$ cat src/hw/dma_pkg.sv
// Purpose: Shared constants of the two-channel transfer engine.
// Assumes: Registers are 32-bit Avalon-MM words at byte addresses.
// Notes:   Field positions index the channel control word and the bus configuration word.
package dma_pkg;
  localparam int CH_N   = 2;
  localparam int ADDR_W = 20;
  localparam int CNT_W  = 16;
  localparam int SEL_W  = 3;
  localparam int SRC_N  = 8;
  localparam int AV_AW  = 7;

  localparam logic [AV_AW-1:0] OFS_CTRL   = 7'h00;
  localparam logic [AV_AW-1:0] OFS_SEL    = 7'h04;
  localparam logic [AV_AW-1:0] OFS_SRC    = 7'h08;
  localparam logic [AV_AW-1:0] OFS_DST    = 7'h0c;
  localparam logic [AV_AW-1:0] OFS_CNT    = 7'h10;
  localparam logic [AV_AW-1:0] OFS_BUSCFG = 7'h40;
  localparam logic [AV_AW-1:0] OFS_STATUS = 7'h44;
  localparam logic [AV_AW-1:0] CH_SPAN    = 7'h20;

  localparam int CTRL_EN      = 0;
  localparam int CTRL_UNIT8   = 1;
  localparam int CTRL_SRC_FWD = 2;
  localparam int CTRL_DST_FWD = 3;
  localparam int CTRL_RPT     = 4;
  localparam int CTRL_REQ     = 5;
  localparam int CTRL_SWTRIG  = 6;

  localparam int CFG_BUS16   = 0;
  localparam int CFG_WAIT_LO = 1;
  localparam int CFG_WAIT_HI = 3;

  localparam logic       RST_BUS16 = 1'h1;
  localparam logic [1:0] RST_WAIT  = 2'h0;
  localparam logic [ADDR_W-1:0] REGION_BOUND = 20'h00400;

  typedef enum logic [1:0] {
    ST_IDLE  = 2'b00,
    ST_READ  = 2'b01,
    ST_WRITE = 2'b10,
    ST_BACK  = 2'b11
  } st_e;
endpackage

$ cat src/hw/dma_req_latch.sv
// Purpose: One channel's request flag with its own set of sources.
// Assumes: Sources are same-clock levels; a rising edge is a request.
// Notes:   A request in the clearing cycle is kept.
module dma_req_latch #(
  parameter int N     = 8,
  parameter int SEL_W = 3
) (
  input  wire logic             i_clock,
  input  wire logic             i_rst_n,
  input  wire logic [N-1:0]     i_sources,
  input  wire logic [SEL_W-1:0] i_sel,
  input  wire logic             i_sw_trig,
  input  wire logic             i_clear,
  input  wire logic             i_take,
  output logic                  o_pending
);
  if (N > (1 << SEL_W)) begin : g_chk
    $error("Source count exceeds selector width.");
  end

  typedef struct packed {
    logic         pending;
    logic [N-1:0] prev;
  } req_s;

  req_s s;
  req_s next_s;
  logic event_now;

  always_comb begin
    event_now = i_sw_trig | (i_sources[i_sel] & ~s.prev[i_sel]);
    next_s.prev = i_sources;
    next_s.pending = event_now | (s.pending & ~i_clear & ~i_take);
  end

  always_ff @(posedge i_clock) begin
    if (!i_rst_n) begin
      s <= '0;
    end else begin
      s <= next_s;
    end
  end

  assign o_pending = s.pending;
endmodule

$ cat src/hw/dma_engine.sv
// Purpose: Two-channel transfer engine with an Avalon-MM register slave.
// Assumes: The CPU releases the bus to the engine while hold is high.
// Notes:   A unit is a source read phase then a destination write phase.
// Contract
// - On reload, forward pointer and counter take their stored start values.
// - Transfers ignore every interrupt mask and interrupt setting.
// - Each channel selects among its own, different request sources.
// - A unit is a source read bus cycle then a destination write.
// - Bus cycles stretch by software waits and the ready-wait input.
// - Odd source, 16-bit unit and bus: one more read bus cycle.
// - Odd destination, 16-bit unit and bus: one more write bus cycle.
// - Each access adds the wait states configured for its region.
// - 16-bit units over an 8-bit bus take two reads and two writes.
// - Repeat mode reloads on underflow until the enable bit is cleared.
// - The first transfer after enabling reloads the counter.
// - Simultaneous requests grant channel 0 before channel 1.
// - After a unit the bus returns to the CPU for one access.
module dma_engine
  import dma_pkg::*;
(
  input  wire logic                       I_CLOCK,
  input  wire logic                       I_RST_N,
  input  wire logic [dma_pkg::AV_AW-1:0]  I_AVS_ADDRESS,
  input  wire logic                       I_AVS_READ,
  input  wire logic                       I_AVS_WRITE,
  input  wire logic [31:0]                I_AVS_WRITEDATA,
  output logic      [31:0]                O_AVS_READDATA,
  output logic                            O_AVS_WAITREQUEST,
  input  wire logic [2*dma_pkg::SRC_N-1:0] I_REQ_SRC,
  input  wire logic                       I_CPU_DONE,
  input  wire logic                       I_RDY_N,
  input  wire logic [15:0]                I_BUS_RDATA,
  output logic      [dma_pkg::ADDR_W-1:0] O_BUS_ADDR,
  output logic                            O_BUS_RD,
  output logic                            O_BUS_WR,
  output logic                            O_BUS_WIDE,
  output logic      [15:0]                O_BUS_WDATA,
  output logic                            O_BUS_HOLD
);
  import dma_pkg::*;
  typedef struct packed {
    logic                          waitreq;
    logic [31:0]                   rdata;
    logic [2:0]                    rdy_q;
    logic                          rdy_n;
    logic [CH_N-1:0]               en;
    logic [CH_N-1:0]               unit8;
    logic [CH_N-1:0]               src_fwd;
    logic [CH_N-1:0]               dst_fwd;
    logic [CH_N-1:0]               rpt;
    logic [CH_N-1:0]               reload_pend;
    logic [CH_N-1:0][SEL_W-1:0]    sel;
    logic [CH_N-1:0][ADDR_W-1:0]   src;
    logic [CH_N-1:0][ADDR_W-1:0]   dst;
    logic [CH_N-1:0][ADDR_W-1:0]   fwd;
    logic [CH_N-1:0][CNT_W-1:0]    cnt_rl;
    logic [CH_N-1:0][CNT_W-1:0]    cnt;
    logic                          bus16;
    logic [1:0]                    wait_lo;
    logic [1:0]                    wait_hi;
    st_e                           st;
    logic                          ch;
    logic                          sub;
    logic                          two;
    logic [1:0]                    wcnt;
    logic [15:0]                   data;
    logic [ADDR_W-1:0]             bus_addr;
    logic                          bus_rd;
    logic                          bus_wr;
    logic                          bus_wide;
    logic [15:0]                   bus_wdata;
    logic                          hold;
  } eng_s;
  eng_s               s;
  eng_s               next_s;
  logic [CH_N-1:0]    pending;
  logic [CH_N-1:0]    sw_trig;
  logic [CH_N-1:0]    clr_req;
  logic [CH_N-1:0]    take;
  // Two bus cycles when a 16-bit unit meets an odd address or an 8-bit bus.
  function automatic logic two_cycles(input logic unit8, input logic bus16,
                                      input logic [ADDR_W-1:0] addr);
    return !unit8 && (!bus16 || addr[0]);
  endfunction
  function automatic logic [1:0] waits(input logic [ADDR_W-1:0] addr,
                                       input logic [1:0] lo,
                                       input logic [1:0] hi);
    return (addr < REGION_BOUND) ? lo : hi;
  endfunction
  function automatic logic [AV_AW-1:0] reg_off(input logic [AV_AW-1:0] a);
    return (a < OFS_BUSCFG) ? (a & (CH_SPAN - 7'h01)) : a;
  endfunction
  genvar g;
  for (g = 0; g < CH_N; g++) begin : g_req
    dma_req_latch #(.N(SRC_N), .SEL_W(SEL_W)) u_req (
      .i_clock   (I_CLOCK),
      .i_rst_n   (I_RST_N),
      .i_sources (I_REQ_SRC[g*SRC_N +: SRC_N]),
      .i_sel     (s.sel[g]),
      .i_sw_trig (sw_trig[g]),
      .i_clear   (clr_req[g]),
      .i_take    (take[g]),
      .o_pending (pending[g])
    );
  end
  always_comb begin
    logic                 c;
    logic                 cw;
    logic [AV_AW-1:0]     off;
    logic [ADDR_W-1:0]    a;
    logic [ADDR_W-1:0]    cur_fwd;
    logic [CNT_W-1:0]     cur_cnt;
    logic [31:0]          rv;
    logic [CH_N-1:0]      ready;
    c = 1'b0;
    cw = I_AVS_ADDRESS[5];
    off = reg_off(I_AVS_ADDRESS);
    a = '0;
    cur_fwd = '0;
    cur_cnt = '0;
    rv = '0;
    ready = pending & s.en;
    next_s = s;
    take = '0;
    sw_trig = '0;
    clr_req = '0;
    next_s.rdy_q = {s.rdy_q[1:0], I_RDY_N};
    if (s.rdy_q[1] == s.rdy_q[2]) begin
      next_s.rdy_n = s.rdy_q[2];
    end
    case (s.st)
      ST_IDLE: begin
        if (ready != '0) begin
          c = !ready[0];
          take[c] = 1'b1;
          cur_fwd = s.fwd[c];
          cur_cnt = s.cnt[c];
          if (s.reload_pend[c]) begin
            cur_fwd = s.src_fwd[c] ? s.src[c] : s.dst[c];
            cur_cnt = s.cnt_rl[c];
            next_s.reload_pend[c] = 1'b0;
          end
          next_s.fwd[c] = cur_fwd;
          next_s.cnt[c] = cur_cnt;
          a = s.src_fwd[c] ? cur_fwd : s.src[c];
          next_s.ch = c;
          next_s.st = ST_READ;
          next_s.sub = 1'b0;
          next_s.two = two_cycles(s.unit8[c], s.bus16, a);
          next_s.wcnt = waits(a, s.wait_lo, s.wait_hi);
          next_s.bus_addr = a;
          next_s.bus_wide = s.bus16 && !s.unit8[c] && !a[0];
          next_s.bus_rd = 1'b1;
          next_s.hold = 1'b1;
        end
      end
      ST_READ: begin
        c = s.ch;
        if (s.wcnt != 2'h0) begin
          next_s.wcnt = s.wcnt - 2'h1;
        end else if (!s.rdy_n) begin
          if (s.two && !s.sub) begin
            next_s.data[7:0] = I_BUS_RDATA[7:0];
            next_s.sub = 1'b1;
            next_s.bus_addr = s.bus_addr + ADDR_W'(1);
            next_s.wcnt = waits(next_s.bus_addr, s.wait_lo, s.wait_hi);
          end else begin
            if (s.two) begin
              next_s.data[15:8] = I_BUS_RDATA[7:0];
            end else begin
              next_s.data = I_BUS_RDATA;
            end
            a = s.dst_fwd[c] ? s.fwd[c] : s.dst[c];
            next_s.st = ST_WRITE;
            next_s.sub = 1'b0;
            next_s.two = two_cycles(s.unit8[c], s.bus16, a);
            next_s.wcnt = waits(a, s.wait_lo, s.wait_hi);
            next_s.bus_addr = a;
            next_s.bus_wide = s.bus16 && !s.unit8[c] && !a[0];
            next_s.bus_rd = 1'b0;
            next_s.bus_wr = 1'b1;
            next_s.bus_wdata = next_s.two ? {8'h00, next_s.data[7:0]}
                                          : next_s.data;
          end
        end
      end
      ST_WRITE: begin
        c = s.ch;
        if (s.wcnt != 2'h0) begin
          next_s.wcnt = s.wcnt - 2'h1;
        end else if (!s.rdy_n) begin
          if (s.two && !s.sub) begin
            next_s.sub = 1'b1;
            next_s.bus_addr = s.bus_addr + ADDR_W'(1);
            next_s.bus_wdata = {8'h00, s.data[15:8]};
            next_s.wcnt = waits(next_s.bus_addr, s.wait_lo, s.wait_hi);
          end else begin
            next_s.fwd[c] = s.fwd[c] + (s.unit8[c] ? ADDR_W'(1)
                                                    : ADDR_W'(2));
            next_s.cnt[c] = s.cnt[c] - CNT_W'(1);
            if (s.cnt[c] == '0) begin
              if (s.rpt[c]) begin
                next_s.fwd[c] = s.src_fwd[c] ? s.src[c] : s.dst[c];
                next_s.cnt[c] = s.cnt_rl[c];
              end else begin
                next_s.en[c] = 1'b0;
              end
            end
            next_s.bus_wr = 1'b0;
            next_s.bus_wide = 1'b0;
            next_s.hold = 1'b0;
            next_s.st = ST_BACK;
          end
        end
      end
      ST_BACK: begin
        if (I_CPU_DONE) begin
          next_s.st = ST_IDLE;
        end
      end
      default: begin
        next_s.st = ST_IDLE;
      end
    endcase
    if (off == OFS_STATUS) begin
      rv = {29'h0, s.st, s.ch};
    end else if (off == OFS_BUSCFG) begin
      rv = {27'h0, s.wait_hi, s.wait_lo, s.bus16};
    end else if (I_AVS_ADDRESS < OFS_BUSCFG) begin
      case (off)
        OFS_CTRL: rv = {26'h0, pending[cw], s.rpt[cw], s.dst_fwd[cw],
                        s.src_fwd[cw], s.unit8[cw], s.en[cw]};
        OFS_SEL: rv = {{(32-SEL_W){1'b0}}, s.sel[cw]};
        OFS_SRC: rv = {{(32-ADDR_W){1'b0}}, s.src[cw]};
        OFS_DST: rv = {{(32-ADDR_W){1'b0}}, s.dst[cw]};
        OFS_CNT: rv = {{(32-CNT_W){1'b0}}, s.cnt[cw]};
        default: rv = '0;
      endcase
    end
    if ((I_AVS_READ || I_AVS_WRITE) && s.waitreq) begin
      next_s.waitreq = 1'b0;
      next_s.rdata = rv;
    end else begin
      next_s.waitreq = 1'b1;
    end
    if (I_AVS_WRITE && !s.waitreq) begin
      if (off == OFS_BUSCFG) begin
        next_s.bus16 = I_AVS_WRITEDATA[CFG_BUS16];
        next_s.wait_lo = I_AVS_WRITEDATA[CFG_WAIT_LO +: 2];
        next_s.wait_hi = I_AVS_WRITEDATA[CFG_WAIT_HI +: 2];
      end else if (I_AVS_ADDRESS < OFS_BUSCFG) begin
        case (off)
          OFS_CTRL: begin
            next_s.en[cw] = I_AVS_WRITEDATA[CTRL_EN];
            next_s.reload_pend[cw] = I_AVS_WRITEDATA[CTRL_EN] |
                                     next_s.reload_pend[cw];
            next_s.unit8[cw] = I_AVS_WRITEDATA[CTRL_UNIT8];
            next_s.src_fwd[cw] = I_AVS_WRITEDATA[CTRL_SRC_FWD];
            next_s.dst_fwd[cw] = I_AVS_WRITEDATA[CTRL_DST_FWD];
            next_s.rpt[cw] = I_AVS_WRITEDATA[CTRL_RPT];
            clr_req[cw] = !I_AVS_WRITEDATA[CTRL_REQ];
            sw_trig[cw] = I_AVS_WRITEDATA[CTRL_SWTRIG];
          end
          OFS_SEL: next_s.sel[cw] = I_AVS_WRITEDATA[SEL_W-1:0];
          OFS_SRC: next_s.src[cw] = I_AVS_WRITEDATA[ADDR_W-1:0];
          OFS_DST: next_s.dst[cw] = I_AVS_WRITEDATA[ADDR_W-1:0];
          OFS_CNT: next_s.cnt_rl[cw] = I_AVS_WRITEDATA[CNT_W-1:0];
          default: next_s.cnt_rl[cw] = s.cnt_rl[cw];
        endcase
      end
    end
  end
  always_ff @(posedge I_CLOCK) begin
    if (!I_RST_N) begin
      s <= '0;
      s.waitreq <= 1'b1;
      s.rdy_q <= 3'h7;
      s.rdy_n <= 1'b1;
      s.bus16 <= RST_BUS16;
      s.wait_lo <= RST_WAIT;
      s.wait_hi <= RST_WAIT;
      s.st <= ST_IDLE;
    end else begin
      s <= next_s;
    end
  end
  assign O_AVS_READDATA = s.rdata;
  assign O_AVS_WAITREQUEST = s.waitreq;
  assign O_BUS_ADDR = s.bus_addr;
  assign O_BUS_RD = s.bus_rd;
  assign O_BUS_WR = s.bus_wr;
  assign O_BUS_WIDE = s.bus_wide;
  assign O_BUS_WDATA = s.bus_wdata;
  assign O_BUS_HOLD = s.hold;
endmodule

$ cat config.mk
export PLATFORM = sky130hd
export DESIGN_NAME = dma_engine
export DESIGN_NICKNAME = d
export VERILOG_FILES = /design/src/hw/dma_pkg.sv /design/src/hw/dma_req_latch.sv /design/src/hw/dma_engine.sv
export SDC_FILE = /design/constraint.sdc
export NUM_CORES = 1
export LEC_CHECK = 0
export ABC_AREA = 0
export BUFFER_PORTS_ARGS = -buffer_cell sky130_fd_sc_hd__buf_4
export CORE_ASPECT_RATIO = 0.7
export CORE_MARGIN = 4
export CORE_UTILIZATION = 45
export CTS_CLUSTER_DIAMETER = 60
export DETAILED_ROUTE_END_ITERATION = 12
export GPL_ROUTABILITY_DRIVEN = 0
export PLACE_DENSITY = 0.65
export SYNTH_ARGS = -nofsm -noshare
export SYNTH_HDL_FRONTEND = slang
export SYNTH_SLANG_ARGS = --single-unit
$ cat constraint.sdc
create_clock -name I_CLOCK -period 4.7 [get_ports I_CLOCK]
set_clock_uncertainty 0.2 [all_clocks]
set_input_delay 0.94 -clock I_CLOCK [delete_from_list [all_inputs] [get_ports I_CLOCK]]
set_output_delay 0.94 -clock I_CLOCK [all_outputs]
set_load 0.005 [all_outputs]
# Word level (Yosys, flattened, before mapping)
# Cells that the tools add are included.
# word_totals
in_bits	77
ff_bits	325
elab_cells	372
# classes
n_reduce_logical	51
n_lt_le_gt_ge	12
eq_ne	22
addsub	4
muxes	212
n_bitwise	29
# ops
cell	n
20-bit 2-to-1 mux	32
16-bit 2-to-1 mux	20
40-bit 2-to-1 mux	8
98-bit 2-to-1 mux	3
40-bit bitwise mux	5
32-bit 2-to-1 mux	6
32-bit bitwise mux	5
32-bit case mux with 2 select lines	2
20-bit case mux with 5 select lines	1
40-bit case mux with 2 select lines	1
2-bit 2-to-1 mux	37
20-bit demux with 1-bit select	3
20-bit by 11-bit less-than comparator with 1-bit output (second input constant)	3
20-bit case mux with 3 select lines	1
59-bit 2-to-1 mux	1
19-bit 2-to-1 mux	3
16-bit demux with 1-bit select	3
1-bit 2-to-1 mux	44
39-bit 2-to-1 mux	1
16-bit case mux with 2 select lines	1
28-bit 2-to-1 mux	1
8-bit 2-to-1 mux	3
4-bit AND reduction	6
21-bit 2-to-1 mux	1
49 further kinds	139

# Longest topological paths before layout
# depth
word_depth	19
mapped_depth	20

# Hierarchy
# From an unflattened synthesis, not the netlist that was laid out.
# unflattened
cells_unflattened	2630
hier_area_um2	20482.1
# by_module_without_submodules
mod	area_each_um2	cells_each	n_inst	seq_area_each_um2
dma_engine	19751.4	2554	1	5905.7
dma_req_latch	365.4	38	2	180.2

# Worst setup path after synthesis
# Ideal clock, no wire load.
# synth_path
path_type	register to register
from	reg s[60] in the netlist's numbering
to	reg s[81] in the netlist's numbering
t_required_ns	4.371
path_stages_with_launch	20
synth_period_minus_slack_ns	3.929
slack_ns	0.771
arrival_ns	3.600
cell_sequence	dfxtp_1 buf_6 buf_6 buf_6 buf_2 buf_2 buf_2 buf_1 buf_2 mux2i_1 ha_1 o211ai_1 nor4_4 and2_1 buf_4 buf_6 nor2_1 a211oi_1 o221ai_1 nor3b_1
# synth_between
elab_chain_cells	12
elab_cells_between_ends	21
classes_between	add/sub: 1; order compare: 2; mux: 16; reduce/logical: 2
# synth_rtl
item	line	source
start: declaration	dma_engine.sv:74	eng_s s;
start signal: assignment	dma_engine.sv:284	s <= next_s;
parallel branches: the longest is 7 deep, another holds 16-bit by 1-bit subtractor with 16-bit output	--	
32-bit 2-to-1 mux *	dma_engine.sv:201	if (s.cnt[c] == '0) begin
32-bit 2-to-1 mux *	dma_engine.sv:192	if (s.two && !s.sub) begin
32-bit 2-to-1 mux *	dma_engine.sv:191	end else if (!s.rdy_n) begin
32-bit 2-to-1 mux *	dma_engine.sv:189	if (s.wcnt != 2'h0) begin
32-bit case mux with 2 select lines *	dma_engine.sv:131	case (s.st)
# Every way passes the cells marked *. The select of a mux whose other input is x is not followed.
# A chain may end at the register's enable or synchronous reset.

# Worst setup path in the final report
# layout_path
from	reg s[60] in the netlist's numbering
to	reg s[171] in the netlist's numbering
# layout_between
elab_chain_cells	12
elab_cells_between_ends	31
classes_between	add/sub: 1; order compare: 2; mux: 26; reduce/logical: 2
# layout_rtl
item	line	source
1-bit 2-to-1 mux (not written as such) (tied with other cells)	dma_engine.sv:198	next_s.fwd[c] = s.fwd[c] + (s.unit8[c] ? ADDR_W'(1)
1-bit 2-to-1 mux (not written as such) or 1-bit logical AND (tied branches)	dma_engine.sv:198, dma_engine.sv:203	
2-bit 2-to-1 mux or 20-bit 2-to-1 mux (tied branches)	dma_engine.sv:198, dma_engine.sv:203	
20-bit by 2-bit adder with 20-bit output or 20-bit demux with 1-bit select (tied branches)	dma_engine.sv:198, dma_engine.sv:203	
40-bit bitwise mux	dma_engine.sv:198	
40-bit bitwise mux	dma_engine.sv:203	next_s.fwd[c] = s.src_fwd[c] ? s.src[c] : s.dst[c];
40-bit 2-to-1 mux	dma_engine.sv:202	if (s.rpt[c]) begin
40-bit 2-to-1 mux *	dma_engine.sv:201	
40-bit 2-to-1 mux *	dma_engine.sv:192	
40-bit 2-to-1 mux *	dma_engine.sv:191	
40-bit 2-to-1 mux *	dma_engine.sv:189	
40-bit case mux with 2 select lines *	dma_engine.sv:131	
# Every way passes the cells marked *; elsewhere a longest branch is shown, timed or not. The select of a mux whose other input is x is not followed.

==> results.md <==
- # diodes: 0
- Max-slew violation count: 0
- Fin crit share: 80.3%
- Vias in the first global route: 19400
- Wire per inst: 25.0 µm
- Cell Area, Synth: 19800 µm²
- Cell area after layout: 21900 µm²
- Max incr delay on CP: 0.58 ns
- Count leader, synth: nand2_1
- Ys Warns: 0
- CP Capture Point: s[171]$_SDFFE_PN0P_
- Largest net degree at the start of global routing: 187
- Total track usage: 32.2%
- Share of cells above drive strength 1: 13.2%
- DRC violations left: 0
- Placed cell count: 3170
- Required @ worst endpoint: 4.96 ns
- PwrDens: 261 nW/µm²
- Placed cell area: 20800 µm²
- Cts bufs inserted: 36
- First-pass GRT wire length: 119000 µm
- Cts repair resizes: 0
- Placeable Area: 42900 µm²
- Internal: 4.29 mW
- Initial DRC Count: 3243
- Post-CTS Setup Repair Bufs: 0
- Flop pwr share: 46.8%
- CTS Sinks: 313
- Post-synth EDFFs: 0
- Reg2reg path depth: 10
- CP bufs+invs: 0
- Fin Setup TNS: 0 ns
- Reg2Reg Setup Slack: 0.93 ns
- HP Class: reg -> reg
- CP Launch Type: register
- Total die area: 47500 µm²
- Gr ovfl total: 0
- Measured slew at the worst slew-check pin: 1.22 ns
- WS Path Type: reg -> reg
- Register bit total from synthesis: 313
- Starting Density: 46.2%
- Maximum fanout along the worst path: 7
- Fmax: 265 MHz
- Post-DRT Antenna Nets: 0
- HPWL after DPL: 56700 µm
- Cell count after synthesis: 2659
- CTS tree: done
- Hold buffer count at CTS: 0
- Leakage: 7.31 nW
- Switch share: 25.0%
- Drt via density: 6.60
- Final hold viol count: 0
- CTS Buffer Depth: 3
- RSZ-0062 raised after global routing: false
- Leading area contributor after synthesis: dfxtp_1
- Clk slew on worst S/H paths: 0.07 ns
- Commonest cells in the netlist: nand2_1 (437), a21oi_1 (327), dfxtp_1 (313)
- Setup crit start: s[60]$_SDFFE_PN0P_
- Crit path depth: 10
- Chip height: 183 µm
- Yosys top cell area share: 31.7%
- Most used DFF post-synth: dfxtp_1
- Finished Layout Cells: 3235
- Status: finished, final reports clean
- Max VDD drop: 0.000274 V
- Layout area overhead: 10.6%
- 1st-pass router iterations: 8
- Psw: 1.43 mW
- Detailed-route wire length: 81000 µm
- Vias post-DR: 21400
- NumNets Final: 2711
- Skew-Pair Late Insertion Delay: 0.55 ns
- Slowest CP cell: a211oi_2
- CTS root buf: clkbuf_16
- CP arrival: 4.03 ns
- Chip width: 259 µm
- Max-cap violations: 0
- Fin crit period: 3.77 ns
- Worst flop-to-flop path endpoint: s[171]$_SDFFE_PN0P_
- Largest delay share family, worst path: compound AO/OA/AOI/OAI gates
- # IOs: 150
- Final core utilization: 51.0%
- Seq/Total Area, Yosys: 31.7%
- Worst R2R Start: s[60]$_SDFFE_PN0P_
- Final hold slack: 0.209 ns
- Comb pwr share: 4.7%
- Setup crit end kind: register
- Top cells by area, synth: dfxtp_1 (32%), nand2_1 (8.3%), a21oi_1 (8.3%), mux2i_1 (7.8%), nor2_1 (4.7%)
- Count of final setup violators: 0
- IO Port Bufs: 125
- Yosys cell types: 88
- Ys async rst share: 0%
- Slew margin rel.: 18.0%
- Htree depth: 2
- Cell Chain, Critical Path: mux2i_1 > ha_1 > a21oi_1 > a211oi_2 > o2111ai_1 > nor3_1 > xor2_1 > o21ai_0 > o211ai_1 > a31oi_1
- Filler Cell Count: 4137
- Initial antenna violation count: 3
- Clock share of power: 48.5%
- # rows: 63
- Mapped Avg Cell Area: 7.44 µm²
[through the flow]
step                      setup slack [ns]  total power [mW]
after floorplan                      0.771              2.87
after global placement               0.991              2.99
after detailed placement             0.990              2.99
after CTS                             1.04              5.72
after global routing                 0.774              5.87
final                                0.928              5.72
[registers in the layout, summed over array words and instances, names as in the netlist]
signal	cells
O_BUS_HOLD	1
s	232
g_req.u_req.o_pending	2
O_BUS_WDATA	16
g_req.u_req.s	16
O_BUS_WR	1
O_BUS_ADDR	20
next_s	2
O_AVS_WAITREQUEST	1
O_BUS_RD	1
O_AVS_READDATA	20
O_BUS_WIDE	1
[how the worst min path moves through the flow]
stage	startpoint	end	slack, ns	cells after the start
3_5_place_dp	next_s[272]$_SDFF_PN1_	next_s[273]$_SDFF_PN1_	0.20	1
3_3_place_gp	next_s[272]$_SDFF_PN1_	next_s[273]$_SDFF_PN1_	0.19	1
5_1_grt	next_s[272]$_SDFF_PN1_	next_s[273]$_SDFF_PN1_	0.24	1
2_1_floorplan	next_s[272]$_SDFF_PN1_	next_s[273]$_SDFF_PN1_	0.19	1
6_report	next_s[272]$_SDFF_PN1_	next_s[273]$_SDFF_PN1_	0.21	1
4_1_cts	next_s[272]$_SDFF_PN1_	next_s[273]$_SDFF_PN1_	0.21	1
[power by group through the flow]
stage | sequential [mW] | combinational (mW) | clock, mW
detailed placement | 2.74 | 0.257 | 0
finish | 2.68 | 0.267 | 2.78
CTS | 2.68 | 0.257 | 2.79
global route | 2.68 | 0.277 | 2.91
floorplan | 2.73 | 0.139 | 0
global placement | 2.74 | 0.254 | 0
[cells in the final DEF (no fill, tap or decap), drive strengths merged, types with 51 or more instances in the layout]
cell type	netlist	layout
a21oi	327	327
a31oi	51	51
buf	126	198
dfxtp	313	313
mux2i	156	156
nand2	438	438
nand3	68	68
nor2	248	248
nor3	58	58
o21ai	166	166
[metal layers]
layer  vias up  global-route usage, %  routed length (µm)
met3       298                   10.6               12300
met2      1603                   46.4               32500
met5         -                      0                  41
met1     10000                   44.2               32100
met4         6                   13.9                4090
li1       9437                      -                   -
[kinds of logic after synthesis]
logic type                 Yosys count  synth area share, %
and+or+nand+nor                    959                 21.5
DFF                                313                 31.7
buffers and inverters              305                 7.60
muxes                              207                 11.1
adders and majority gates           11                0.733
other                                1               0.0189
xor gates and xnor gates            35                 1.55
AOI/OAI and AO/OA                  828                 25.8
[worst register-to-register path: stages, from the launching register on]
cell	delay, ns
dfxtp_4	0.43
mux2i_1	0.53
ha_1	0.23
a21oi_1	0.17
a211oi_2	0.58
o2111ai_1	0.29
nor3_1	0.55
xor2_1	0.15
o21ai_0	0.19
o211ai_1	0.10
a31oi_1	0.26
[layout make-up]
| class | count | area, µm² | area share, % |
|---|---|---|---|
| flip-flops and latches | 313 | 6270 | 28.6 |
| inverters | 22 | 87.6 | 0.400 |
| repair buffers | 198 | 1540 | 7.02 |
| well taps | 585 | 732 | 3.34 |
| clock buffers | 46 | 968 | 4.42 |
| clock inverters | 19 | 164 | 0.749 |
| multi-input cells | 2052 | 12100 | 55.4 |
(Power assumes the default switching activity.)
